[config.mk]
export PLATFORM = sky130hd
export DESIGN_NAME = riw_top
export DESIGN_NICKNAME = d
export VERILOG_FILES = /design/src/design/riw_pkg.sv /design/src/design/riw_top.sv
export VERILOG_INCLUDE_DIRS = /design/src /design/src/design
export SDC_FILE = /design/constraint.sdc
export NUM_CORES = 1
export LEC_CHECK = 0
export BUFFER_PORTS_ARGS = -buffer_cell sky130_fd_sc_hd__buf_2
export CAP_MARGIN = 5
export CORE_UTILIZATION = 61
export CTS_BUF_LIST = sky130_fd_sc_hd__clkbuf_2
export DETAILED_ROUTE_END_ITERATION = 10
export GPL_TIMING_DRIVEN = 0
export PLACE_DENSITY = 0.79
export SLEW_MARGIN = 40
export SYNTH_ARGS = -nofsm -noshare
export SYNTH_HDL_FRONTEND = slang
export SYNTH_SLANG_ARGS = --single-unit
[constraint.sdc]
create_clock -name pclk -period 2.6 [get_ports pclk]
set_clock_uncertainty 0.1 [all_clocks]
set_input_delay 0.26 -clock pclk [delete_from_list [all_inputs] [get_ports pclk]]
set_output_delay 0.26 -clock pclk [all_outputs]
set_load 0.05 [all_outputs]
[src/design/riw_defines.svh]
// Register indices, reset values, masks and vectors of the init block.
`ifndef RIW_DEFINES_SVH
`define RIW_DEFINES_SVH

// Number of word registers; byte address is four times the index.
`define RIW_NUM_REGS 36
`define RIW_IX_IND_PTR1_HIGH 6'd0
`define RIW_IX_IND_PTR1_LOW 6'd1
`define RIW_IX_MEM_BANK_SELECT 6'd2
`define RIW_IX_IND_PTR2_HIGH 6'd3
`define RIW_IX_IND_PTR2_LOW 6'd4
`define RIW_IX_ARITH_FLAGS 6'd5
`define RIW_IX_TMR_ZERO_HIGH 6'd6
`define RIW_IX_TMR_ZERO_LOW 6'd7
`define RIW_IX_TMR_ZERO_CTRL 6'd8
`define RIW_IX_OSC_CTRL 6'd9
`define RIW_IX_VDET_CTRL 6'd10
`define RIW_IX_WDOG_CTRL 6'd11
`define RIW_IX_RST_CAUSE 6'd12
`define RIW_IX_TMR_ONE_HIGH 6'd13
`define RIW_IX_TMR_ONE_LOW 6'd14
`define RIW_IX_TMR_ONE_CTRL 6'd15
`define RIW_IX_TMR_TWO_COUNT 6'd16
`define RIW_IX_TMR_TWO_PERIOD 6'd17
`define RIW_IX_TMR_TWO_CTRL 6'd18
`define RIW_IX_SSER_BUFFER 6'd19
`define RIW_IX_SSER_ADDR_BAUD 6'd20
`define RIW_IX_SSER_STATUS 6'd21
`define RIW_IX_SSER_CTRL_A 6'd22
`define RIW_IX_SSER_CTRL_B 6'd23
`define RIW_IX_STACK_TOP_UPPER 6'd24
`define RIW_IX_STACK_TOP_HIGH 6'd25
`define RIW_IX_STACK_TOP_LOW 6'd26
`define RIW_IX_STACK_INDEX 6'd27
`define RIW_IX_PORT_A_PINS 6'd28
`define RIW_IX_PORT_A_LATCH 6'd29
`define RIW_IX_PORT_A_DIR 6'd30
`define RIW_IX_IRQ_CONTROL 6'd31
`define RIW_IX_PERIPH_FLAGS 6'd32
`define RIW_IX_EVT_STATUS 6'd33
`define RIW_IX_EVT_MASK 6'd34
`define RIW_IX_PC_SHADOW 6'd35

// Power-on values that are not zero.
`define RIW_POR_TMR_ZERO_CTRL 8'hFF
`define RIW_POR_OSC_CTRL 8'h40
`define RIW_POR_VDET_CTRL 8'h05
`define RIW_POR_RST_CAUSE 8'h1C
`define RIW_POR_TMR_TWO_PERIOD 8'hFF
`define RIW_POR_PORT_A_DIR 8'hFF
// Bits kept by warm resets.
`define RIW_KEEP_ALL 8'hFF
`define RIW_KEEP_NONE 8'h00
`define RIW_KEEP_ARITH 8'h1F
`define RIW_KEEP_RST_CAUSE 8'h03
`define RIW_KEEP_TMR_ONE_CTRL 8'hBF
`define RIW_KEEP_STACK_INDEX 8'hC0
`define RIW_KEEP_IRQ_CONTROL 8'h01
// Implemented bits.
`define RIW_IMPL_NIBBLE 8'h0F
`define RIW_IMPL_FIVE 8'h1F
`define RIW_IMPL_VDET 8'hBF
`define RIW_IMPL_ONE 8'h01
`define RIW_IMPL_RST_CAUSE 8'hDF
`define RIW_IMPL_TMR_TWO_CTRL 8'h7F
`define RIW_IMPL_STACK_INDEX 8'hDF
`define RIW_PORT_GATE_MASK 8'h3F
// Field positions and vectors.
`define RIW_BIT_HIGH_GIE 7
`define RIW_BIT_LOW_GIE 6
`define RIW_HIGH_VECTOR 21'h000008
`define RIW_LOW_VECTOR 21'h000018
`define RIW_EVT_POR 0
`define RIW_EVT_WARM 1
`define RIW_EVT_WAKE_WDT 2
`define RIW_EVT_WAKE_IRQ 3
`define RIW_EVT_VECTOR 4

`endif

[src/design/riw_pkg.sv]
// Types shared by the reset and wake initialisation block.
package riw_pkg;
    // Register index type.
    typedef logic [5:0] riw_idx_t;
    // Reset class applied in a cycle.
    typedef enum logic [1:0] {
        RIW_CLS_NONE = 2'b00,
        RIW_CLS_POR = 2'b01,
        RIW_CLS_WARM = 2'b10,
        RIW_CLS_WAKE = 2'b11
    } riw_cls_t;
endpackage

[src/design/riw_top.sv]
// Special-function register bank with reset-class and wake-up init.
`timescale 1ns/1ps
`include "riw_defines.svh"
module riw_top (
    // APB clock and reset.
    input wire logic pclk,
    input wire logic presetn,
    // APB slave port.
    input wire logic [7:0] paddr,
    input wire logic psel,
    input wire logic penable,
    input wire logic pwrite,
    input wire logic [31:0] pwdata,
    output logic [31:0] prdata,
    output logic pready,
    output logic pslverr,
    // Reset and wake sources, one-cycle pulses.
    input wire logic por_bor_req,
    input wire logic warm_rst_req,
    input wire logic wake_wdt_req,
    input wire logic wake_irq_req,
    input wire logic wake_irq_high,
    input wire logic [7:0] wake_flags,
    // Core state and pins.
    input wire logic [20:0] pc_in,
    input wire logic osc_frees_pins,
    input wire logic [7:0] port_a_in,
    // Program counter load.
    output logic pc_load,
    output logic [20:0] pc_vector,
    // Port A drive.
    output logic [7:0] port_a_out,
    output logic [7:0] port_a_oe,
    // Interrupt.
    output logic irq_out
);
    import riw_pkg::*;

    // Register storage, one byte per word.
    logic [7:0] sfr_reg [0:`RIW_NUM_REGS-1];
    // Registered bus outputs.
    logic [31:0] prdata_reg;
    logic pready_reg;
    logic pslverr_reg;
    // Registered side outputs.
    logic pc_load_reg;
    logic [20:0] pc_vector_reg;
    logic [7:0] port_a_out_reg;
    logic [7:0] port_a_oe_reg;
    logic irq_out_reg;
    // Decoded request and class.
    riw_idx_t bus_ix;
    logic addr_ok;
    logic xfer_done;
    logic wr_commit;
    logic rd_status;
    logic vec_take;
    logic [7:0] events;
    riw_cls_t rst_class;

    // Power-on value of a register.
    function automatic logic [7:0] por_value(input riw_idx_t ix);
        case (ix)
            `RIW_IX_TMR_ZERO_CTRL: por_value = `RIW_POR_TMR_ZERO_CTRL;
            `RIW_IX_OSC_CTRL: por_value = `RIW_POR_OSC_CTRL;
            `RIW_IX_VDET_CTRL: por_value = `RIW_POR_VDET_CTRL;
            `RIW_IX_RST_CAUSE: por_value = `RIW_POR_RST_CAUSE;
            `RIW_IX_TMR_TWO_PERIOD: por_value = `RIW_POR_TMR_TWO_PERIOD;
            `RIW_IX_PORT_A_DIR: por_value = `RIW_POR_PORT_A_DIR;
            default: por_value = 8'h00;
        endcase
    endfunction

    // Bits that a warm reset leaves unchanged.
    function automatic logic [7:0] keep_mask(input riw_idx_t ix);
        case (ix)
            `RIW_IX_IND_PTR1_LOW, `RIW_IX_IND_PTR2_LOW,
            `RIW_IX_TMR_ZERO_LOW, `RIW_IX_TMR_ONE_HIGH,
            `RIW_IX_TMR_ONE_LOW, `RIW_IX_SSER_BUFFER,
            `RIW_IX_PORT_A_LATCH, `RIW_IX_EVT_STATUS,
            `RIW_IX_EVT_MASK: keep_mask = `RIW_KEEP_ALL;
            `RIW_IX_ARITH_FLAGS: keep_mask = `RIW_KEEP_ARITH;
            `RIW_IX_RST_CAUSE: keep_mask = `RIW_KEEP_RST_CAUSE;
            `RIW_IX_TMR_ONE_CTRL: keep_mask = `RIW_KEEP_TMR_ONE_CTRL;
            `RIW_IX_STACK_INDEX: keep_mask = `RIW_KEEP_STACK_INDEX;
            `RIW_IX_IRQ_CONTROL: keep_mask = `RIW_KEEP_IRQ_CONTROL;
            default: keep_mask = `RIW_KEEP_NONE;
        endcase
    endfunction

    // Implemented bits; the rest are held and read as zero.
    function automatic logic [7:0] impl_mask(input riw_idx_t ix);
        case (ix)
            `RIW_IX_IND_PTR1_HIGH, `RIW_IX_MEM_BANK_SELECT,
            `RIW_IX_IND_PTR2_HIGH: impl_mask = `RIW_IMPL_NIBBLE;
            `RIW_IX_ARITH_FLAGS, `RIW_IX_STACK_TOP_UPPER,
            `RIW_IX_EVT_STATUS, `RIW_IX_EVT_MASK,
            `RIW_IX_PC_SHADOW: impl_mask = `RIW_IMPL_FIVE;
            `RIW_IX_VDET_CTRL: impl_mask = `RIW_IMPL_VDET;
            `RIW_IX_WDOG_CTRL: impl_mask = `RIW_IMPL_ONE;
            `RIW_IX_RST_CAUSE: impl_mask = `RIW_IMPL_RST_CAUSE;
            `RIW_IX_TMR_TWO_CTRL: impl_mask = `RIW_IMPL_TMR_TWO_CTRL;
            `RIW_IX_STACK_INDEX: impl_mask = `RIW_IMPL_STACK_INDEX;
            default: impl_mask = 8'hFF;
        endcase
    endfunction

    // Port A registers lose bits 6 and 7 unless the oscillator frees them.
    function automatic logic [7:0] port_gate(input riw_idx_t ix,
                                             input logic freed);
        if ((ix == `RIW_IX_PORT_A_PINS || ix == `RIW_IX_PORT_A_LATCH ||
             ix == `RIW_IX_PORT_A_DIR) && !freed)
            port_gate = `RIW_PORT_GATE_MASK;
        else
            port_gate = 8'hFF;
    endfunction

    // Bus decode: word aligned, inside the map.
    assign bus_ix = riw_idx_t'(paddr[7:2]);
    assign addr_ok = (paddr[1:0] == 2'b00) &&
                     (paddr[7:2] < 6'(`RIW_NUM_REGS));
    assign xfer_done = psel && penable && pready_reg;
    assign wr_commit = xfer_done && pwrite && addr_ok;
    assign rd_status = xfer_done && !pwrite && addr_ok &&
                       (bus_ix == `RIW_IX_EVT_STATUS);

    // Reset class priority: power-on, then warm, then wake.
    always_comb
    begin
        if (por_bor_req)
            rst_class = RIW_CLS_POR;
        else if (warm_rst_req)
            rst_class = RIW_CLS_WARM;
        else if (wake_wdt_req || wake_irq_req)
            rst_class = RIW_CLS_WAKE;
        else
            rst_class = RIW_CLS_NONE;
    end

    // Vector is taken only on an interrupt wake with a global enable set.
    assign vec_take = (rst_class == RIW_CLS_WAKE) && wake_irq_req &&
        (sfr_reg[`RIW_IX_IRQ_CONTROL][`RIW_BIT_HIGH_GIE] ||
         sfr_reg[`RIW_IX_IRQ_CONTROL][`RIW_BIT_LOW_GIE]);

    // Events that set sticky status bits.
    always_comb
    begin
        events = 8'h00;
        events[`RIW_EVT_POR] = rst_class == RIW_CLS_POR;
        events[`RIW_EVT_WARM] = rst_class == RIW_CLS_WARM;
        events[`RIW_EVT_WAKE_WDT] = rst_class == RIW_CLS_WAKE &&
                                    wake_wdt_req;
        events[`RIW_EVT_WAKE_IRQ] = rst_class == RIW_CLS_WAKE &&
                                    wake_irq_req;
        events[`RIW_EVT_VECTOR] = vec_take;
    end

    // Register bank: reset classes, bus writes, then hardware updates.
    always_ff @(posedge pclk or negedge presetn)
    begin
        if (!presetn)
        begin
            for (int i = 0; i < `RIW_NUM_REGS; i++)
                sfr_reg[i] <= por_value(riw_idx_t'(i)) &
                              impl_mask(riw_idx_t'(i));
        end
        else
        begin
            for (int i = 0; i < `RIW_NUM_REGS; i++)
            begin
                case (rst_class)
                    // Power-on or brown-out loads the first column.
                    RIW_CLS_POR:
                        sfr_reg[i] <= por_value(riw_idx_t'(i)) &
                                      impl_mask(riw_idx_t'(i));
                    // Warm resets keep only the marked bits.
                    RIW_CLS_WARM:
                        sfr_reg[i] <= ((sfr_reg[i] &
                            keep_mask(riw_idx_t'(i))) |
                            (por_value(riw_idx_t'(i)) &
                            ~keep_mask(riw_idx_t'(i)))) &
                            impl_mask(riw_idx_t'(i));
                    // Wake-up keeps each value except for the updates below; idle cycles take writes.
                    RIW_CLS_WAKE:
                        sfr_reg[i] <= sfr_reg[i];
                    RIW_CLS_NONE:
                        if (wr_commit && bus_ix == riw_idx_t'(i) &&
                            bus_ix != `RIW_IX_PORT_A_PINS &&
                            bus_ix != `RIW_IX_EVT_STATUS &&
                            bus_ix != `RIW_IX_PC_SHADOW)
                            sfr_reg[i] <= pwdata[7:0] &
                                          impl_mask(riw_idx_t'(i));
                    default:
                        sfr_reg[i] <= sfr_reg[i];
                endcase
            end
            // Pins are sampled every cycle and gated by the oscillator.
            sfr_reg[`RIW_IX_PORT_A_PINS] <= port_a_in &
                port_gate(`RIW_IX_PORT_A_PINS, osc_frees_pins);
            // Period register reads all ones after a wake-up.
            if (rst_class == RIW_CLS_WAKE)
                sfr_reg[`RIW_IX_TMR_TWO_PERIOD] <= `RIW_POR_TMR_TWO_PERIOD;
            // Wake cause shows in the peripheral flag bits.
            if (rst_class == RIW_CLS_WAKE)
                sfr_reg[`RIW_IX_PERIPH_FLAGS] <=
                    sfr_reg[`RIW_IX_PERIPH_FLAGS] | wake_flags;
            // Vector take pushes the program counter.
            if (vec_take)
            begin
                sfr_reg[`RIW_IX_STACK_TOP_UPPER] <= {3'b000, pc_in[20:16]};
                sfr_reg[`RIW_IX_STACK_TOP_HIGH] <= pc_in[15:8];
                sfr_reg[`RIW_IX_STACK_TOP_LOW] <= pc_in[7:0];
                sfr_reg[`RIW_IX_STACK_INDEX] <=
                    {sfr_reg[`RIW_IX_STACK_INDEX][7:5],
                     5'(sfr_reg[`RIW_IX_STACK_INDEX][4:0] + 5'h01)};
            end
            // Shadow of the core program counter, low five bits.
            sfr_reg[`RIW_IX_PC_SHADOW] <= {3'b000, pc_in[4:0]};
            // Sticky status: a read clears, a new event wins.
            sfr_reg[`RIW_IX_EVT_STATUS] <= ((rd_status ? 8'h00 :
                sfr_reg[`RIW_IX_EVT_STATUS]) | events) &
                impl_mask(`RIW_IX_EVT_STATUS);
        end
    end

    // APB: one wait state, read data and error latched with pready.
    always_ff @(posedge pclk or negedge presetn)
    begin
        if (!presetn)
        begin
            pready_reg <= 1'b0;
            prdata_reg <= 32'h0000_0000;
            pslverr_reg <= 1'b0;
        end
        else
        begin
            pready_reg <= psel && penable && !pready_reg;
            if (psel && penable && !pready_reg)
            begin
                pslverr_reg <= !addr_ok;
                if (addr_ok && !pwrite)
                    prdata_reg <= {24'h00_0000, sfr_reg[bus_ix] &
                        impl_mask(bus_ix) &
                        port_gate(bus_ix, osc_frees_pins)};
                else
                    prdata_reg <= 32'h0000_0000;
            end
        end
    end

    // Program counter load pulse and vector.
    always_ff @(posedge pclk or negedge presetn)
    begin
        if (!presetn)
        begin
            pc_load_reg <= 1'b0;
            pc_vector_reg <= 21'h000000;
        end
        else
        begin
            pc_load_reg <= vec_take;
            if (vec_take)
                pc_vector_reg <= wake_irq_high ? `RIW_HIGH_VECTOR :
                                 `RIW_LOW_VECTOR;
        end
    end

    // Port A drive follows latch and direction, bits 6 and 7 gated.
    always_ff @(posedge pclk or negedge presetn)
    begin
        if (!presetn)
        begin
            port_a_out_reg <= 8'h00;
            port_a_oe_reg <= 8'h00;
        end
        else
        begin
            port_a_out_reg <= sfr_reg[`RIW_IX_PORT_A_LATCH] &
                port_gate(`RIW_IX_PORT_A_LATCH, osc_frees_pins);
            port_a_oe_reg <= ~sfr_reg[`RIW_IX_PORT_A_DIR] &
                port_gate(`RIW_IX_PORT_A_DIR, osc_frees_pins);
        end
    end

    // Interrupt level from unmasked sticky bits.
    always_ff @(posedge pclk or negedge presetn)
    begin
        if (!presetn)
            irq_out_reg <= 1'b0;
        else
            irq_out_reg <= |(sfr_reg[`RIW_IX_EVT_STATUS] &
                             sfr_reg[`RIW_IX_EVT_MASK]);
    end

    assign prdata = prdata_reg;
    assign pready = pready_reg;
    assign pslverr = pslverr_reg;
    assign pc_load = pc_load_reg;
    assign pc_vector = pc_vector_reg;
    assign port_a_out = port_a_out_reg;
    assign port_a_oe = port_a_oe_reg;
    assign irq_out = irq_out_reg;
endmodule // riw_top

==> flow_summary.rst <==
.. list-table::
   :header-rows: 1

   * - Metric
     - Value
   * - Core Region
     - 22800 um2
   * - Unrepaired setup endpoints after global routing
     - true
   * - Die height
     - 155 um
   * - Worst setup path class
     - input port to flip-flop
   * - Length in cells of the worst reg-to-reg path
     - 6
   * - Critical path capture point
     - sfr_reg[276]
   * - Tightest Hold Check Type
     - input port to flip-flop
   * - Number of instances in the synthesized netlist
     - 1289
   * - Tightest slew margin relative to the limit
     - 35.9%
   * - Fraction of final layout cells sized beyond drive strength 1
     - 29.1%
   * - Max Transition Viols Final
     - 0
   * - Yosys top cell by area
     - dfrtp_1
   * - Largest fanout of any net on the critical path
     - 10
   * - Slowest cell on the critical path
     - nor2_2
   * - Clock transition at the registers of the reported paths
     - 0.10 ns
   * - Mean cell area of the mapped netlist
     - 11.1 um2
   * - Vias
     - 13200
   * - Global-route wire length before repair
     - 85200 um
   * - Achievable clock frequency
     - 379 MHz
   * - Post-synthesis cell type count
     - 72
   * - CP arrival
     - 3.31 ns
   * - Post-placement cell area
     - 15500 um2
   * - Static Leak
     - 7.72 nW
   * - Top post-synthesis cells by area
     - dfrtp_1 44%, mux4_2 7.9%, dfstp_2 5.5%
   * - Maximum number of pins on one net before global-route repair
     - 78
   * - IO Pins
     - 161
   * - Slew at the pin closest to its max-slew limit
     - 0.962 ns
   * - Starting Density
     - 62.7%
   * - Number of nets in the final layout
     - 1669
   * - Clock net sink count
     - 280
   * - Latest clock arrival within the worst-skew pair
     - 0.98 ns
   * - Sequential cell area fraction in the yosys report
     - 49.3%
   * - Synth cell count leaders
     - 250 x dfrtp_1, 115 x o21ai_0, 78 x mux2i_1
   * - Crit path buffers/inverters
     - 3
   * - DRT Wirelength
     - 57900 um
   * - Weighted congestion reported at the end of routability-driven placement
     - 1.02
   * - Switching Fraction
     - 32.0%
   * - Post-layout power
     - 8.94 mW
   * - Worst flop-to-flop path endpoint
     - sfr_reg[253]
   * - X dimension of the die
     - 155 um
   * - Power per Cell Area
     - 524 nW/um2
   * - Worst path cell trace
     - clkbuf_1 -> or2_2 -> clkbuf_1 -> nor2_2 -> nand2_1 -> clkbuf_1 -> mux2i_1
   * - Post-synth design cell area
     - 14300 um2
   * - Number of buffers inserted during clock tree synthesis
     - 73
   * - Data required time of the critical path
     - 3.27 ns
   * - Storage element area
     - 7040 um2
   * - Max-capacitance violation count
     - 0
   * - Final number of hold-violating endpoints
     - 0
   * - Clock Power Share
     - 36.6%
   * - Std cell rows
     - 55
   * - Total routing usage reported by global routing
     - 50.1%
   * - Cell mode on critical path
     - clkbuf_1
   * - Most used flip-flop cell after synthesis
     - dfrtp_1
   * - Failing checks
     - setup timing
   * - Final-layout worst hold slack
     - 0.0544 ns
   * - Port bufs
     - 85
   * - Grt total ovfl
     - 0
   * - Post-synthesis register bit count
     - 280
   * - Pre-CTS setup slack
     - -1.57 ns
   * - Post-DR wirelength/cell
     - 29.7 um
   * - Sequential Power Share
     - 49.6%
   * - Die Footprint
     - 24000 um2
   * - Post-synthesis to final-layout area growth
     - 19.4%
   * - Asr flop ratio synth
     - 100%
   * - Peak supply drop
     - 0.468 mV
   * - Outcome
     - complete, but fails checks
   * - Max incr delay on CP
     - 0.73 ns
   * - Starting DRC count in detailed routing
     - 1824
   * - Via count normalized by instance count
     - 6.77
   * - CTS tree
     - built
   * - Most frequent cell after synthesis
     - dfrtp_1
   * - Flip-flop count of the largest register after layout
     - 250
   * - Fraction of post-synthesis cell area in the top cell type by area
     - 43.8%
   * - Clock tree root driver cell
     - clkbuf_2
   * - Worst path setup slack after routing
     - -0.0389 ns
   * - Fin Setup TNS
     - -0.0611 ns
   * - EDFF count, synth
     - 0
   * - Logic gate share of total power
     - 13.7%
   * - Post-layout min period
     - 2.64 ns
   * - Number of nets with antenna violations after routing
     - 0
   * - WP depth
     - 7
   * - Via count of the first global-routing pass
     - 13500
   * - Int Power
     - 6.08 mW
   * - Dpl hpwl
     - 39000 um
   * - Startpoint of the worst setup timing path
     - wake_irq_req
   * - Endpoint class of the critical path
     - flip-flop
   * - Initial antenna violation count
     - 4
   * - Area of the multi-input gates
     - 6630 um2
   * - Launch instance of the worst register-to-register path
     - pready
   * - CP top delay family
     - simple AND/OR/NAND/NOR gates
   * - Final-layout fill cell count
     - 1497
   * - Power spent charging and discharging nets
     - 2.86 mW
   * - Setup-failing EPs final
     - 3
   * - TritonRoute pass-1 iters
     - 7
   * - Number of buffers on the longest clock path
     - 3
   * - Post-layout instance area
     - 17100 um2
   * - Number of DRC violations after detailed routing
     - 0
   * - Internal reg-to-reg setup slack
     - 0.09 ns
   * - Yosys warnings
     - 0
   * - Nature of the critical path startpoint
     - input port
   * - Period utilisation layout
     - 101%
   * - H-tree depth
     - 3
==> kinds of logic after synthesis <==
group	after synthesis	synth area share, %
flops	280	49.3
other cells	1	0.0262
buf+inv	176	6.02
compound gates	269	12.4
mux	173	16.9
fa+ha+maj	6	0.525
simple gates	384	14.9
==> per-layer routing <==
metal / GRT usage, % / wire (um) / up-vias
li1: - / - / 5263
met1: 61.3 / 20400 / 6445
met2: 72.5 / 24600 / 1175
met3: 20.3 / 8320 / 332
met4: 35.2 / 4660 / 4
met5: 0 / 31 / -
==> layout make-up <==
type | count | share of cell area (%)
clock buffers | 113 | 3.31
well taps | 313 | 2.30
multi-input cells | 875 | 38.9
diodes | 5 | 0.0733
repair buffers | 174 | 8.14
inverters | 26 | 0.601
flip-flops and latches | 280 | 41.3
plain buffers | 145 | 4.61
clock inverters | 22 | 0.799
==> through the flow <==
step	cells	utilization, %
2_1_floorplan	1331	-
3_3_place_gp	1729	67.2
3_5_place_dp	1733	67.9
4_1_cts	1948	74.7
5_1_grt	1949	74.9
6_report	1953	74.9
==> power groups by stage <==
stage                     sequential (mW)  clock, mW  combinational (mW)
after floorplan                      4.51          0               0.612
after global placement               4.51          0                1.04
after detailed placement             4.51          0                1.07
after CTS                            4.43       3.20                1.17
after global routing                 4.43       3.44                1.26
final                                4.43       3.27                1.23
==> cells in the final DEF, fill, tap and decap left out, types with 6 or more instances in the layout <==
cell type	n
a211oi_1	7
a21oi_1	23
a22o_1	17
a22oi_1	15
a31oi_1	15
and2_1	8
and3_1	9
buf_1	12
buf_2	103
buf_4	51
clkbuf_1	52
clkbuf_2	126
clkinv_1	13
conb_1	43
dfrtp_1	250
dfstp_2	30
dlygate4sd3_1	78
inv_1	22
mux2_2	44
mux2i_1	78
mux4_2	50
nand2_1	67
nand2b_1	55
nand3_1	76
nand3b_1	20
nand4_1	16
nor2_1	50
nor2b_1	10
nor3_1	29
o211ai_1	6
o21a_1	10
o21ai_0	115
o221a_2	9
o2bb2ai_1	8
==> worst reg2reg max path: cells and delay by family (launching register included) <==
family / cells / cell delay [ns]
flip-flops: 1 / 0.38
AND/OR/NAND/NOR: 4 / 1.40
multiplexers: 1 / 0.25
buffers and inverters: 1 / 0.25
==> what timing repair did <==
action	4_1_cts	5_1_grt
setup endpoints to repair	145	63
hold endpoints to repair	366	14
pin swaps	2	1
hold buffers	78	1
cloned	0	0
setup buffers	4	1
resized for setup	14	6
==> how the worst min path moves through the flow <==
| stage | startpoint | end | slack (ns) | cells after the start |
|---|---|---|---|---|
| finish | pwrite | sfr_reg[283] | 0.05 | 6 |
| global route | wake_wdt_req | sfr_reg[9] | 0.08 | 4 |
| detailed placement | presetn | sfr_reg[57] | 0.002 | 1 |
| global placement | port_a_in[4] | sfr_reg[60] | 0.27 | 1 |
| CTS | wake_wdt_req | sfr_reg[49] | 0.008 | 5 |
| floorplan | presetn | irq_out | -0.14 | 0 |
No activity file was read; power rests on OpenSTA's default activity.
